===== config.mk =====
export PLATFORM = sky130hd
export DESIGN_NAME = msr_seq
export DESIGN_NICKNAME = d
export VERILOG_FILES = /design/src/msr_pkg.sv /design/src/msr_seq.sv /design/src/msr_blank.sv
export VERILOG_INCLUDE_DIRS = /design/src
export SDC_FILE = /design/constraint.sdc
export NUM_CORES = 1
export LEC_CHECK = 0
export BUFFER_PORTS_ARGS = -buffer_cell sky130_fd_sc_hd__buf_4
export CAP_MARGIN = 25
export CORE_ASPECT_RATIO = 0.8
export CORE_MARGIN = 5
export CORE_UTILIZATION = 46
export CTS_CLUSTER_SIZE = 20
export DETAILED_ROUTE_END_ITERATION = 10
export PLACE_DENSITY_LB_ADDON = 0.1
export SYNTH_ARGS = -nofsm -noshare
export SYNTH_HDL_FRONTEND = slang
export SYNTH_SLANG_ARGS = --single-unit
export TNS_END_PERCENT = 30

===== constraint.sdc =====
create_clock -name clk_sys_i -period 2.2 [get_ports clk_sys_i]
set_clock_uncertainty 0.1 [all_clocks]
set_input_delay 0.11 -clock clk_sys_i [delete_from_list [all_inputs] [get_ports clk_sys_i]]
set_output_delay 0.11 -clock clk_sys_i [all_outputs]
set_load 0.03 [all_outputs]

===== src/msr_map.svh =====
// Offsets, field positions, reset values and timing figures of the sequencer
`ifndef MSR_MAP_SVH
`define MSR_MAP_SVH

// ----------------------------------------------------------------
// Register byte offsets
// ----------------------------------------------------------------
`define MSR_REG_CTRL        4'h0
`define MSR_REG_STATUS      4'h4

// ----------------------------------------------------------------
// Control fields and reset value
// ----------------------------------------------------------------
`define MSR_CTRL_HOME_TEST  0
`define MSR_CTRL_STEPB_EN   1
`define MSR_CTRL_RESET      2'h0

// ----------------------------------------------------------------
// Status fields
// ----------------------------------------------------------------
`define MSR_ST_POS_LSB      0
`define MSR_ST_STATE_LSB    8
`define MSR_ST_GF_FAULT     12
`define MSR_ST_HOME_PIN     13
`define MSR_ST_PUMP_ON      14
`define MSR_ST_DRIVE_ON     15
`define MSR_ST_MODE_LSB     16

// ----------------------------------------------------------------
// Position: 64 states per electrical turn, 0 = A full, B zero
// ----------------------------------------------------------------
`define MSR_POS_DEFAULT     6'h38
`define MSR_HOME_PHASE      4'h8

// ----------------------------------------------------------------
// Timing figures
// ----------------------------------------------------------------
`define MSR_CLK_NS          8
`define MSR_OFF_TIME_US     400
`define MSR_GF_TIME_US      6
`define MSR_BLANK_TIME_NS   750

`endif


===== src/msr_pkg.sv =====
// Types shared by the step sequencer files
package msr_pkg;
   typedef logic [5:0] msr_pos_t;
   typedef logic [2:0] msr_mode_t;
   typedef enum logic [2:0] {
      MSR_SLEEP,
      MSR_REL_OFF,
      MSR_GF_CHECK,
      MSR_RUN,
      MSR_GF_TRIP
   } msr_state_e;
endpackage


===== src/msr_seq.sv =====
// Step sequencer with restart, ground-fault check and home flag
//
// Function
// Release of lockout, reset or standby sets position to minus 45 degrees.
// Position zero means channel A full current, channel B zero.
// Direction low steps positive, direction high steps negative.
// Enable low turns outputs off; steps still advance position.
// Enable high resumes driving from the stored position.
// Reset low holds logic initialised and outputs off.
// Reset release restarts from the default position.
// Comparator ignored for about 0.75 us after each PWM on edge.
// Standby or lockout release holds outputs off for about 400 us.
// Charge pump stops in standby or lockout, resumes after release.
// With reset high, a 6 us ground-fault check follows off period.
// During the check all high-side switches are on.
// A detected ground fault turns outputs off and stops drive.
// Reset low at release skips the ground-fault check.
// Controller should release standby with enable low on slow pumps.
// Home indication only while test select is high.
// Mode selects choose 4, 8, 8, 16, 32 or 64 states.
// Direction change continues from the present state without jump.
// Home mode pulls the monitor pin low at mode-safe states.
// Position is a 64-state index stepped by 64 over resolution.
// Ground fault latches until standby, reset or lockout.
//
// The register addresses and the Avalon-MM slave port are this design's own decisions.
`timescale 1ns/1ps
`include "msr_map.svh"
module msr_seq #(
   parameter int OFF_CYC = `MSR_OFF_TIME_US * 1000 / `MSR_CLK_NS
) (
   input  wire logic        clk_sys_i,          // System clock, 125 MHz
   input  wire logic        rstn_i,             // Async reset, active low
   input  wire logic        step_pulse_a_i,     // Step clock, rising edge
   input  wire logic        step_pulse_b_i,     // Step clock, both edges
   input  wire logic        dir_i,              // Direction, high = minus
   input  wire logic        step_mode_sel0_i,   // Resolution select 0
   input  wire logic        step_mode_sel1_i,   // Resolution select 1
   input  wire logic        step_mode_sel2_i,   // Resolution select 2
   input  wire logic        enable_i,           // Output enable
   input  wire logic        motor_reset_n_i,    // Sequencer reset, low
   input  wire logic        sleep_request_n_i,  // Standby, active low
   input  wire logic        undervoltage_lockout_i, // Supply too low
   input  wire logic        pwm_on_i,           // PWM on phase
   input  wire logic        cmp_raw_i,          // Current comparator
   input  wire logic        gnd_fault_sense_i,  // Output short to ground
   input  wire logic        temp_monitor_home_flag_i, // Pin level
   output logic             temp_monitor_home_flag_o,  // Pin drive level
   output logic             temp_monitor_home_flag_oe_o, // Pull low
   output logic [5:0]       phase_index_o,      // Current-state position
   output logic             drive_en_o,         // Bridges may drive
   output logic             high_side_all_on_o, // Ground-fault check
   output logic             charge_pump_en_o,   // Charge pump running
   output logic             gnd_fault_o,        // Latched ground fault
   output logic             current_trip_o,     // Qualified current trip
   output logic             blank_o,            // Blanking active
   input  wire logic [3:0]  avs_address_i,      // Byte address
   input  wire logic        avs_read_i,         // Read request
   input  wire logic        avs_write_i,        // Write request
   input  wire logic [31:0] avs_writedata_i,    // Write data
   input  wire logic [3:0]  avs_byteenable_i,   // Byte lanes
   output logic [31:0]      avs_readdata_o,     // Read data
   output logic             avs_waitrequest_o   // Stall
);
   // ----------------------------------------------------------------
   // Timing counts
   // ----------------------------------------------------------------
   localparam int GF_CYC =
      (`MSR_GF_TIME_US * 1000 + `MSR_CLK_NS - 1) / `MSR_CLK_NS;
   localparam int BLANK_CYC =
      (`MSR_BLANK_TIME_NS + `MSR_CLK_NS - 1) / `MSR_CLK_NS;

   // ----------------------------------------------------------------
   // Helpers
   // ----------------------------------------------------------------
   // Step size in 64ths of a turn for the selected resolution
   function automatic msr_pkg::msr_pos_t step_inc(
      input msr_pkg::msr_mode_t m);
      msr_pkg::msr_pos_t r;
      r = 6'h10;
      case (m)
         3'b000: r = 6'h10;
         3'b010: r = 6'h08;
         3'b001: r = 6'h08;
         3'b011: r = 6'h04;
         3'b100: r = 6'h02;
         3'b110: r = 6'h02;
         3'b101: r = 6'h01;
         3'b111: r = 6'h01;
         default: r = 6'h10;
      endcase
      return r;
   endfunction

   // Only full-step states are common to every resolution
   function automatic logic is_home(input msr_pkg::msr_pos_t p);
      return p[3:0] == `MSR_HOME_PHASE;
   endfunction

   // ----------------------------------------------------------------
   // Registers
   // ----------------------------------------------------------------
   msr_pkg::msr_state_e state_r;
   msr_pkg::msr_state_e state_nxt;
   msr_pkg::msr_pos_t   pos_r;
   msr_pkg::msr_pos_t   pos_nxt;
   logic [16:0]         cnt_r;
   logic [16:0]         cnt_nxt;
   logic                step_a_prev_r;
   logic                step_b_prev_r;
   logic [1:0]          ctrl_r;
   logic                drive_r;
   logic                hs_r;
   logic                pump_r;
   logic                fault_r;
   logic                home_oe_r;
   logic                od_lvl_r;
   logic                wait_r;
   logic [31:0]         rdata_r;

   // ----------------------------------------------------------------
   // Decode
   // ----------------------------------------------------------------
   wire                 sleep_act;
   wire                 step_evt;
   wire                 off_done;
   wire                 gf_done;
   wire                 bus_req;
   wire                 bus_take;
   wire                 ctrl_wr;
   wire [31:0]          rd_mux;
   wire                 at_ctrl;
   wire                 at_status;
   msr_pkg::msr_mode_t  mode;
   msr_pkg::msr_pos_t   inc;

   assign mode      = {step_mode_sel2_i, step_mode_sel1_i,
                       step_mode_sel0_i};
   assign inc       = step_inc(mode);
   assign sleep_act = ~sleep_request_n_i | undervoltage_lockout_i;
   assign step_evt  = (step_pulse_a_i & ~step_a_prev_r) |
                      (ctrl_r[`MSR_CTRL_STEPB_EN] &
                       (step_pulse_b_i ^ step_b_prev_r));
   assign off_done  = cnt_r == 17'(OFF_CYC - 1);
   assign gf_done   = cnt_r == 17'(GF_CYC - 1);

   // ----------------------------------------------------------------
   // Position
   // ----------------------------------------------------------------
   // Steps are counted in every state except while held initialised,
   // so a stop with enable low still tracks the controller.
   assign pos_nxt =
      (sleep_act || !motor_reset_n_i) ? `MSR_POS_DEFAULT :
      !step_evt ? pos_r :
      dir_i ? pos_r - inc : pos_r + inc;

   // ----------------------------------------------------------------
   // Restart sequence
   // ----------------------------------------------------------------
   always_comb begin
      state_nxt = state_r;
      cnt_nxt   = cnt_r + 17'h00001;
      case (state_r)
         msr_pkg::MSR_SLEEP: begin
            cnt_nxt = 17'h00000;
            if (!sleep_act) begin
               state_nxt = msr_pkg::MSR_REL_OFF;
            end
         end
         msr_pkg::MSR_REL_OFF: begin
            if (off_done) begin
               cnt_nxt   = 17'h00000;
               state_nxt = motor_reset_n_i ? msr_pkg::MSR_GF_CHECK
                                           : msr_pkg::MSR_RUN;
            end
         end
         msr_pkg::MSR_GF_CHECK: begin
            if (gnd_fault_sense_i) begin
               state_nxt = msr_pkg::MSR_GF_TRIP;
            end else if (gf_done) begin
               state_nxt = msr_pkg::MSR_RUN;
            end
         end
         msr_pkg::MSR_RUN: begin
            cnt_nxt = 17'h00000;
         end
         msr_pkg::MSR_GF_TRIP: begin
            cnt_nxt = 17'h00000;
            if (!motor_reset_n_i) begin
               state_nxt = msr_pkg::MSR_RUN;
            end
         end
         default: begin
            state_nxt = msr_pkg::MSR_SLEEP;
            cnt_nxt   = 17'h00000;
         end
      endcase
      if (sleep_act) begin
         state_nxt = msr_pkg::MSR_SLEEP;
         cnt_nxt   = 17'h00000;
      end
   end

   always_ff @(posedge clk_sys_i or negedge rstn_i) begin
      if (!rstn_i) begin
         state_r       <= msr_pkg::MSR_SLEEP;
         cnt_r         <= 17'h00000;
         pos_r         <= `MSR_POS_DEFAULT;
         step_a_prev_r <= 1'b0;
         step_b_prev_r <= 1'b0;
      end else begin
         state_r       <= state_nxt;
         cnt_r         <= cnt_nxt;
         pos_r         <= pos_nxt;
         step_a_prev_r <= step_pulse_a_i;
         step_b_prev_r <= step_pulse_b_i;
      end
   end

   // ----------------------------------------------------------------
   // Drive outputs
   // ----------------------------------------------------------------
   // Enable gates the bridges only; sequencing runs on regardless.
   wire drive_nxt = (state_nxt == msr_pkg::MSR_RUN) &&
                    enable_i && motor_reset_n_i;
   wire hs_nxt    = (state_nxt == msr_pkg::MSR_GF_CHECK);
   wire home_nxt  = ctrl_r[`MSR_CTRL_HOME_TEST] &&
                    is_home(pos_nxt);

   always_ff @(posedge clk_sys_i or negedge rstn_i) begin
      if (!rstn_i) begin
         drive_r   <= 1'b0;
         hs_r      <= 1'b0;
         pump_r    <= 1'b0;
         fault_r   <= 1'b0;
         home_oe_r <= 1'b0;
         od_lvl_r  <= 1'b0;
      end else begin
         drive_r   <= drive_nxt;
         hs_r      <= hs_nxt;
         pump_r    <= ~sleep_act;
         fault_r   <= state_nxt == msr_pkg::MSR_GF_TRIP;
         home_oe_r <= home_nxt;
         od_lvl_r  <= 1'b0;
      end
   end

   assign phase_index_o               = pos_r;
   assign drive_en_o                  = drive_r;
   assign high_side_all_on_o          = hs_r;
   assign charge_pump_en_o            = pump_r;
   assign gnd_fault_o                 = fault_r;
   assign temp_monitor_home_flag_o    = od_lvl_r;
   assign temp_monitor_home_flag_oe_o = home_oe_r;

   // ----------------------------------------------------------------
   // Current sense blanking
   // ----------------------------------------------------------------
   msr_blank #(
      .BLANK_CYC (BLANK_CYC)
   ) u_blank (
      .clk_sys_i (clk_sys_i),
      .rstn_i    (rstn_i),
      .pwm_on_i  (pwm_on_i),
      .cmp_raw_i (cmp_raw_i),
      .trip_o    (current_trip_o),
      .blank_o   (blank_o)
   );

   // ----------------------------------------------------------------
   // Avalon-MM slave
   // ----------------------------------------------------------------
   // One wait cycle per access: waitrequest idles high and drops for
   // exactly one cycle, which keeps read data a plain register.
   assign bus_req   = avs_read_i | avs_write_i;
   assign bus_take  = bus_req & ~wait_r;
   assign at_ctrl   = avs_address_i == `MSR_REG_CTRL;
   assign at_status = avs_address_i == `MSR_REG_STATUS;
   assign ctrl_wr   = bus_take & avs_write_i & at_ctrl &
                      avs_byteenable_i[0];
   assign rd_mux    =
      at_ctrl   ? {30'h0000_0000, ctrl_r} :
      at_status ? {13'h0000, mode,
                   drive_r, pump_r, temp_monitor_home_flag_i, fault_r,
                   1'b0, state_r, 2'h0, pos_r} :
      32'h0000_0000;

   always_ff @(posedge clk_sys_i or negedge rstn_i) begin
      if (!rstn_i) begin
         wait_r  <= 1'b1;
         rdata_r <= 32'h0000_0000;
         ctrl_r  <= `MSR_CTRL_RESET;
      end else begin
         wait_r  <= ~(bus_req & wait_r);
         rdata_r <= (avs_read_i & wait_r) ? rd_mux : 32'h0000_0000;
         if (ctrl_wr) begin
            ctrl_r <= avs_writedata_i[1:0];
         end
      end
   end

   assign avs_readdata_o    = rdata_r;
   assign avs_waitrequest_o = wait_r;
endmodule


===== src/msr_blank.sv =====
// Current comparator blanking after each PWM on transition
`timescale 1ns/1ps
`include "msr_map.svh"
module msr_blank #(
   parameter int BLANK_CYC = 94
) (
   input  wire logic clk_sys_i,  // System clock
   input  wire logic rstn_i,     // Async reset, active low
   input  wire logic pwm_on_i,   // PWM on phase
   input  wire logic cmp_raw_i,  // Raw current comparator
   output logic      trip_o,     // Qualified current trip
   output logic      blank_o     // Blanking window active
);
   logic [6:0] cnt_r;
   logic [6:0] cnt_nxt;
   logic       pwm_prev_r;
   logic       trip_r;
   logic       blank_r;
   wire        on_rise;

   assign on_rise = pwm_on_i & ~pwm_prev_r;
   assign cnt_nxt = on_rise ? 7'(BLANK_CYC) :
                    (cnt_r != 7'h00) ? cnt_r - 7'h01 : 7'h00;
   assign trip_o  = trip_r;
   assign blank_o = blank_r;

   always_ff @(posedge clk_sys_i or negedge rstn_i) begin
      if (!rstn_i) begin
         cnt_r      <= 7'h00;
         pwm_prev_r <= 1'b0;
         trip_r     <= 1'b0;
         blank_r    <= 1'b0;
      end else begin
         cnt_r      <= cnt_nxt;
         pwm_prev_r <= pwm_on_i;
         // Noise right after switching must not end the on phase
         trip_r     <= pwm_on_i & cmp_raw_i & (cnt_nxt == 7'h00);
         blank_r    <= cnt_nxt != 7'h00;
      end
   end
endmodule


# Word-level counts from Yosys, hierarchy flattened

Memory sizes are Yosys's and may differ from the RTL's.
Index checks and enable logic that the tools add are counted.

Memory bits (read-only): 40
Logic and storage cells: 84
Memories: 1
Output and inout bits: 47
Input bits: 58
Bits in registers: 65

Memory list:

| memory          | words | width | read ports | clocked after memory_dff | write ports | RTL line      | text |
|---|---|---|---|---|---|---|---|
| (no name shown) | 8     | 5     | 1          | 0                        | 0           | msr_seq.sv:81 | `case (m)` |

Equality and inequality tests: 11
Bitwise gates (word level): 21
Add/subtract/negate cells: 4
Mux-type cells: 18
Reduce and logical (&&, ||, !) cells: 11

Operator list:

| operator              | count |
|---|---|
| $mux 19               | 3 |
| $mux 17               | 2 |
| $pmux 17 s2           | 1 |
| $mux 6                | 3 |
| $add 17x1->17 const B | 1 |
| $eq 17x10->1 const B  | 1 |
| $eq 17x16->1 const B  | 1 |
| $mux 3                | 5 |
| $pmux 3 s5            | 1 |
| $mux 7                | 2 |
| $reduce_bool 7->1     | 2 |
| $eq 3x2->1 const B    | 4 |
| $and 1x1->1           | 11 |
| $logic_not 7->1       | 1 |
| $sub 7x1->7 const B   | 1 |
| $add 6x6->6           | 1 |
| $eq 3x3->1 const B    | 2 |
| $not 1->1             | 6 |
| $sub 6x6->6           | 1 |
| $eq 4x3->1 const B    | 1 |
| $eq 4x4->1 const B    | 1 |
| $logic_not 4->1       | 1 |
| $eq 3x1->1 const B    | 1 |
| $logic_and 1x1->1     | 3 |
| 7 further kinds       | 9 |

# Logic depth before layout (Yosys ltp)

Word-level depth: 8
Depth in mapped cells: 12
Mapped depth without buffers: 12

# Cells and area by module

A second synthesis with hierarchy kept.

Cell total of the unflattened synthesis: 310
Area total of the unflattened synthesis: 3,200.6 µm²

Modules (own cells, without submodules):

| module    | instances | cells an instance | seq. area each (µm²) | area each (µm²) |
|---|---|---|---|---|
| msr_seq   | 1         | 269               | 1,306.3              | 2,736.4 |
| msr_blank | 1         | 41                | 250.2                | 464.2 |

# Least setup slack after synthesis

Ideal clock, no wire load.

Path kind: in2reg
Start: input port step_mode_sel2_i
End: register pos_r[5] (netlist: phase_index_o[5])
Required time: 2,025 ps
Path slack: 53 ps
Library setup time: 75 ps
Arrival: 1,972 ps
Stages on the path: 11
Buffers on the path: 0
Cell sequence: nor2b_1 inv_1 ha_1 mux2_2 inv_1 ha_1 nor2b_1 o311ai_0 a21oi_1 mux2i_1 mux2i_1

Longest elaborated chain between the ends: 5
Elaborated cells between the ends (all ways): 6
Those cells by class: add/sub: 2; mux: 3; memory: 1

Ends and longest elaborated chain:

| element                                           | RTL line       | text |
|---|---|---|
| start: declaration                                | msr_seq.sv:39  | `input wire logic step_mode_sel2_i,` |
| $mem_v2 8x5 (*)                                   | n/a            |  |
| $add 6x6->6 / $sub 6x6->6 (equally long branches) | msr_seq.sv:155 | `dir_i ? pos_r - inc : pos_r + inc;` |
| $mux 6 (*)                                        | msr_seq.sv:155 |  |
| $mux 6 (*)                                        | msr_seq.sv:154 | `!step_evt ? pos_r :` |
| $mux 6 (*)                                        | msr_seq.sv:153 | `` (sleep_act \|\| !motor_reset_n_i) ? `MSR_POS_DEFAULT : `` |
| end signal: assignment                            | msr_seq.sv:208 | `` pos_r <= `MSR_POS_DEFAULT; `` |
| end signal: assignment                            | msr_seq.sv:214 | `pos_r <= pos_nxt;` |
| end: declaration                                  | msr_seq.sv:105 | `msr_pkg::msr_pos_t pos_r;` |

Every way passes the cells marked *; elsewhere a longest branch is shown, timed or not. The select of a mux whose other input is x is not followed.
A chain may end at the register's enable or synchronous reset.

# Final worst setup path

Start: register cnt_r[0]
End: register state_r[0]

Longest elaborated chain between the ends: 5
Elaborated cells between the ends (all ways): 7
Those cells by class: eq/ne: 2; mux: 5

Ends and longest elaborated chain:

| element                  | RTL line       | text |
|---|---|---|
| start: declaration       | msr_seq.sv:107 | `logic [16:0] cnt_r;` |
| start signal: assignment | msr_seq.sv:213 | `cnt_r <= cnt_nxt;` |
| $eq 17x10->1             | msr_seq.sv:145 | `assign gf_done = cnt_r == 17'(GF_CYC - 1);` |
| $mux 3                   | msr_seq.sv:180 | `end else if (gf_done) begin` |
| $mux 3                   | msr_seq.sv:178 | `if (gnd_fault_sense_i) begin` |
| $pmux 3 s5 (*)           | msr_seq.sv:163 | `case (state_r)` |
| $mux 3 (*)               | msr_seq.sv:198 | `if (sleep_act) begin` |
| via state_nxt[0]         | msr_seq.sv:104 | `msr_pkg::msr_state_e state_nxt;` |
| end signal: assignment   | msr_seq.sv:206 | `state_r <= msr_pkg::MSR_SLEEP;` |
| end signal: assignment   | msr_seq.sv:212 | `state_r <= state_nxt;` |
| end: declaration         | msr_seq.sv:103 | `msr_pkg::msr_state_e state_r;` |

Mark *: on every way through the listed nets, which the timed path passes. The rest lies on a longest branch.

==> impl_results.html <==
<table>
<tr><th>Metric</th><th>Value</th></tr>
<tr><th colspan="2">Setup path</th></tr>
<tr><td>Critical Path Fanout Max</td><td>2</td></tr>
<tr><td>Critical-path cell with the highest stage delay</td><td>or4b_1</td></tr>
<tr><td>Nature of the critical path endpoint</td><td>flip-flop</td></tr>
<tr><td>Startpoint class of the critical path</td><td>flip-flop</td></tr>
<tr><td>CP Cell Sequence</td><td>ha_1 -&gt; nand3_1 -&gt; or4b_1 -&gt; o31a_1 -&gt; o311a_1</td></tr>
<tr><td>Largest stage delay, worst path</td><td>540 ps</td></tr>
<tr><td>Data arrival time at the worst-slack endpoint</td><td>between 2000 and 2500 ps</td></tr>
<tr><td>Crit path required time</td><td>2310 ps</td></tr>
<tr><td>Type of the setup path with the least slack</td><td>reg -&gt; reg</td></tr>
<tr><th colspan="2">Detailed routing</th></tr>
<tr><td>Count of vias placed by the detailed router</td><td>2409</td></tr>
<tr><td>Detailed Route WL</td><td>6.41 mm</td></tr>
<tr><td>Number of nets still failing antenna checks after routing</td><td>0</td></tr>
<tr><td>First-pass iteration count of the detailed router</td><td>4</td></tr>
<tr><td>Average wire per standard cell</td><td>about 13 um</td></tr>
<tr><td>DRC violation count after routing</td><td>0</td></tr>
<tr><td>Number of vias per cell</td><td>4.82</td></tr>
<tr><td>Number of DRC markers in iteration 0</td><td>77</td></tr>
<tr><th colspan="2">Global route</th></tr>
<tr><td>Wire length of the first global-routing pass</td><td>10.7 mm</td></tr>
<tr><td>Vias in the first global route</td><td>2298</td></tr>
<tr><td>Largest net degree at the start of global routing</td><td>63</td></tr>
<tr><td>Total routing resource utilization after global routing</td><td>about 16%</td></tr>
<tr><td>Initial antenna violation count</td><td>0</td></tr>
<tr><td>Overflow left after global routing</td><td>0</td></tr>
<tr><th colspan="2">Final layout</th></tr>
<tr><td>Post-Layout Inst Area</td><td>roughly 4100 sq um</td></tr>
<tr><td>Number of diodes</td><td>0</td></tr>
<tr><td>Total number of nets in the final design</td><td>478</td></tr>
<tr><td>Fraction of final layout cells sized beyond drive strength 1</td><td>between 20% and 30%</td></tr>
<tr><td>Signed area change from the synthesized netlist to the final layout</td><td>31.5%</td></tr>
<tr><td>Count of fill cells added during filler insertion</td><td>~580</td></tr>
<tr><th colspan="2">Place</th></tr>
<tr><td>Detailed placement HPWL</td><td>4.75 mm</td></tr>
<tr><td>Post-placement worst setup slack</td><td>-234 ps</td></tr>
<tr><td>Placed cell areas</td><td>~3800 sq um</td></tr>
<tr><td>Final RePlAce weighted congestion</td><td>0.857</td></tr>
<tr><td>Count of input and output buffers</td><td>54</td></tr>
<tr><th colspan="2">STA</th></tr>
<tr><td>Final total negative setup slack</td><td>0 ps</td></tr>
<tr><td>Final number of setup-violating endpoints</td><td>0</td></tr>
<tr><td>Final-report max-slew violation count</td><td>0</td></tr>
<tr><td>Final hold violation count</td><td>0</td></tr>
<tr><td>Worst Hold Margin</td><td>between 20 and 25 ps</td></tr>
<tr><td>Final worst path period need</td><td>between 2000 and 2500 ps</td></tr>
<tr><td>Final WS setup</td><td>about 100 ps</td></tr>
<tr><td>Setup repair after global routing missed its margin</td><td>true</td></tr>
<tr><td>Crit share post-route</td><td>95.4%</td></tr>
<tr><td>Max-slew headroom at the worst pin</td><td>49.1%</td></tr>
<tr><td>Transition time at the pin with the least slew margin</td><td>764 ps</td></tr>
<tr><td>Max Fclk</td><td>0.476 GHz</td></tr>
<tr><th colspan="2">CTS</th></tr>
<tr><td>TritonCTS Sinks</td><td>62</td></tr>
<tr><td>Setup fix buffers added after clock tree synthesis</td><td>0</td></tr>
<tr><td>Clock insertion delay at the later pin of the skew report</td><td>330 ps</td></tr>
<tr><td>Clock slew at the register clock pins of the worst setup and hold paths</td><td>70 ps</td></tr>
<tr><td>H-tree level count</td><td>3</td></tr>
<tr><td>Clock buffer count from CTS</td><td>9</td></tr>
<tr><td>Clock tree from TritonCTS</td><td>done</td></tr>
<tr><td>Worst-case clock buffer depth</td><td>2</td></tr>
<tr><td>CTS Root Cell</td><td>clkbuf_8</td></tr>
<tr><th colspan="2">Hold path</th></tr>
<tr><td>Hold Crit Class</td><td>in -&gt; reg</td></tr>
<tr><th colspan="2">Yosys</th></tr>
<tr><td>Portion of synthesized cell area occupied by the leading cell type</td><td>46.2%</td></tr>
<tr><td>Largest family of logic cells by synthesized area</td><td>simple AND/OR/NAND/NOR gates</td></tr>
<tr><td>Most area-consuming cells after synthesis</td><td>dfrtp_1 46%, nor2_1 4.7%, ha_1 4.4%, xnor2_1 4.2%, buf_4 4.1%</td></tr>
<tr><td>Total number of yosys warnings</td><td>0</td></tr>
<tr><td>Synthesized area per cell</td><td>10.2 sq um</td></tr>
<tr><td>Async S/R FF share, synth</td><td>between 90% and 100%</td></tr>
<tr><td>Gate count of the mapped netlist</td><td>309</td></tr>
<tr><td>Count of distinct cell types in the synthesized netlist</td><td>45</td></tr>
<tr><td>Commonest cells in the netlist</td><td>58 x dfrtp_1, 39 x nor2_1, 17 x buf_4, 17 x inv_1</td></tr>
<tr><td>Synth Area in Compound Gates</td><td>about 7.7%</td></tr>
<tr><td>Register bit total from synthesis</td><td>62</td></tr>
<tr><td>Library cell with the largest summed area after synthesis</td><td>dfrtp_1</td></tr>
<tr><td>Synthesized-area fraction occupied by adder cells</td><td>5.02%</td></tr>
<tr><td>Post-synthesis share of cell area spent on xor and xnor gates</td><td>6.70%</td></tr>
<tr><td>Register area share after synthesis</td><td>49.6%</td></tr>
<tr><td>Number of enable-type register cells in the synthesized netlist</td><td>0</td></tr>
<tr><td>Cell area after synthesis</td><td>3140 sq um</td></tr>
<tr><td>Top_reg_cell synth</td><td>dfrtp_1</td></tr>
<tr><td>Share of synthesized area spent on multiplexers</td><td>2.99%</td></tr>
<tr><td>Top-count cell post-synth</td><td>dfrtp_1</td></tr>
<tr><td>Share of synthesized cell area in and, or, nand and nor gates</td><td>20.9%</td></tr>
<tr><th colspan="2">Die</th></tr>
<tr><td>Number of rows created at floorplan</td><td>27</td></tr>
<tr><td>CORE AREA</td><td>6760 sq um</td></tr>
<tr><td>Full die area</td><td>8590 sq um</td></tr>
<tr><td>X dimension of the die</td><td>102 um</td></tr>
<tr><td>Overall die height</td><td>83.9 um</td></tr>
<tr><td>Initial Util</td><td>a little under half</td></tr>
<tr><td>I/O pin count</td><td>105</td></tr>
<tr><th colspan="2">Power</th></tr>
<tr><td>Net switching component of the power</td><td>0.720 mW</td></tr>
<tr><td>PwrDens</td><td>about 650 nW/um^2</td></tr>
<tr><td>Leakage power summed over all cells</td><td>1.94 nW</td></tr>
<tr><td>Internal power</td><td>1.95 mW</td></tr>
<tr><td>Net Sw Frac</td><td>a little over a quarter</td></tr>
<tr><td>Max rail drop VDD</td><td>0.347 mV</td></tr>
<tr><td>Share of total power in sequential cells</td><td>46.5%</td></tr>
<tr><td>Clock share of power</td><td>36.7%</td></tr>
<tr><td>Combinational group share of total power</td><td>16.8%</td></tr>
<tr><th colspan="2">Job</th></tr>
<tr><td>Max-cap violations</td><td>0</td></tr>
<tr><th colspan="2">Status</th></tr>
<tr><td>Run status</td><td>completed</td></tr>
</table>
==> worst max-delay path, delay by kind of cell, from the launching register on <==
family / cells / cell delay, ps
AOI/OAI and AO/OA: 2 / 680
adders and majority gates: 1 / 180
DFF: 1 / 350
and+or+nand+nor: 2 / 660
==> logic make-up (layout without fill, tap and decap cells) <==
group                    count (synthesis)  in the layout
other                                    1             17
AND/OR/NAND/NOR                        127            127
multiplexers                             9              9
flip-flops                              62             62
buffers and inverters                   40            128
AO/OA/AOI/OAI                           34             34
adder cells (fa/ha/maj)                 12             12
XOR/XNOR                                24             24
==> area by class of cell <==
type	instances	area, sq um	share of cell area, %
Tap cell	87	109	2.64
Multi-Input combinational cell	223	1430	34.7
Sequential cell	62	1560	37.7
Inverter	17	63.8	1.55
Clock inverter	6	61.3	1.49
Timing Repair Buffer	95	766	18.6
Clock buffer	10	138	3.33
==> power groups by stage <==
stage | Sequential (mW) | Combinational (mW) | Clock (mW)
after floorplan | 1.27 | 0.273 | 0
after global routing | 1.25 | 0.494 | 1.07
after global placement | 1.26 | 0.413 | 0
final | 1.24 | 0.448 | 0.980
after detailed placement | 1.26 | 0.420 | 0
after CTS | 1.24 | 0.448 | 1.01
==> registers in the layout (all words and copies together) (netlist names), 2 cells and up <==
signal and flops:
avs_readdata_o 16, cnt_r 17, ctrl_r 2, phase_index_o 6, state_r 3, u_blank.cnt_r 7
==> timing repair <==
item / 4_1_cts / 5_1_grt
resized for setup: 0 / 3
endpoints found under the setup margin: 0 / 5
endpoints found under the hold margin: 72 / 0
hold buffers: 16 / 0
==> routing by layer <==
metal  GRT usage (%)  wire length, um  vias up  part of all wire [%]
met2            22.2             2660       72                    41
li1                -                -     1219                     -
met5               0                0        -                     0
met1            23.1             3250     1114                    51
met4            3.93               31        0                  0.48
met3            4.85              473        4                   7.4
==> per-stage QoR <==
step,total power [mW],util [%],cells
global route,2.82,61.1,500
global placement,1.67,55.6,468
detailed placement,1.68,55.6,468
CTS,2.70,60.9,500
finish,2.67,61.1,500
floorplan,1.54,-,325
==> placed cells by master, fill, tap and decap left out, drive strengths merged, types with 5 or more instances in the layout <==
cell,instances
a21oi,7
and2,12
buf,79
clkbuf,10
conb,17
dfrtp,58
dlygate4sd3,16
ha,11
inv,17
mux2i,6
nand2,15
nand3,10
nand4,6
nor2,39
nor2b,7
nor3,12
nor3b,5
nor4,5
o21ai,9
xnor2,15
xor2,9
==> path summary, 6_finish.rpt <==
kind / startpoint / end / slack (ps) / cells after the start
max in group asynchronous: rstn_i / u_blank.cnt_r[3] / 1200 / 2
min in group asynchronous: rstn_i / u_blank.cnt_r[5] / 280 / 2
min: sleep_request_n_i / charge_pump_en_o / 20 / 2
max: cnt_r[0] / state_r[0] / 100 / 5
max reg2reg: cnt_r[0] / state_r[0] / 100 / 5
min reg2reg: charge_pump_en_o / avs_readdata_o[14] / 410 / 1
No activity file was read; power rests on OpenSTA's default activity.
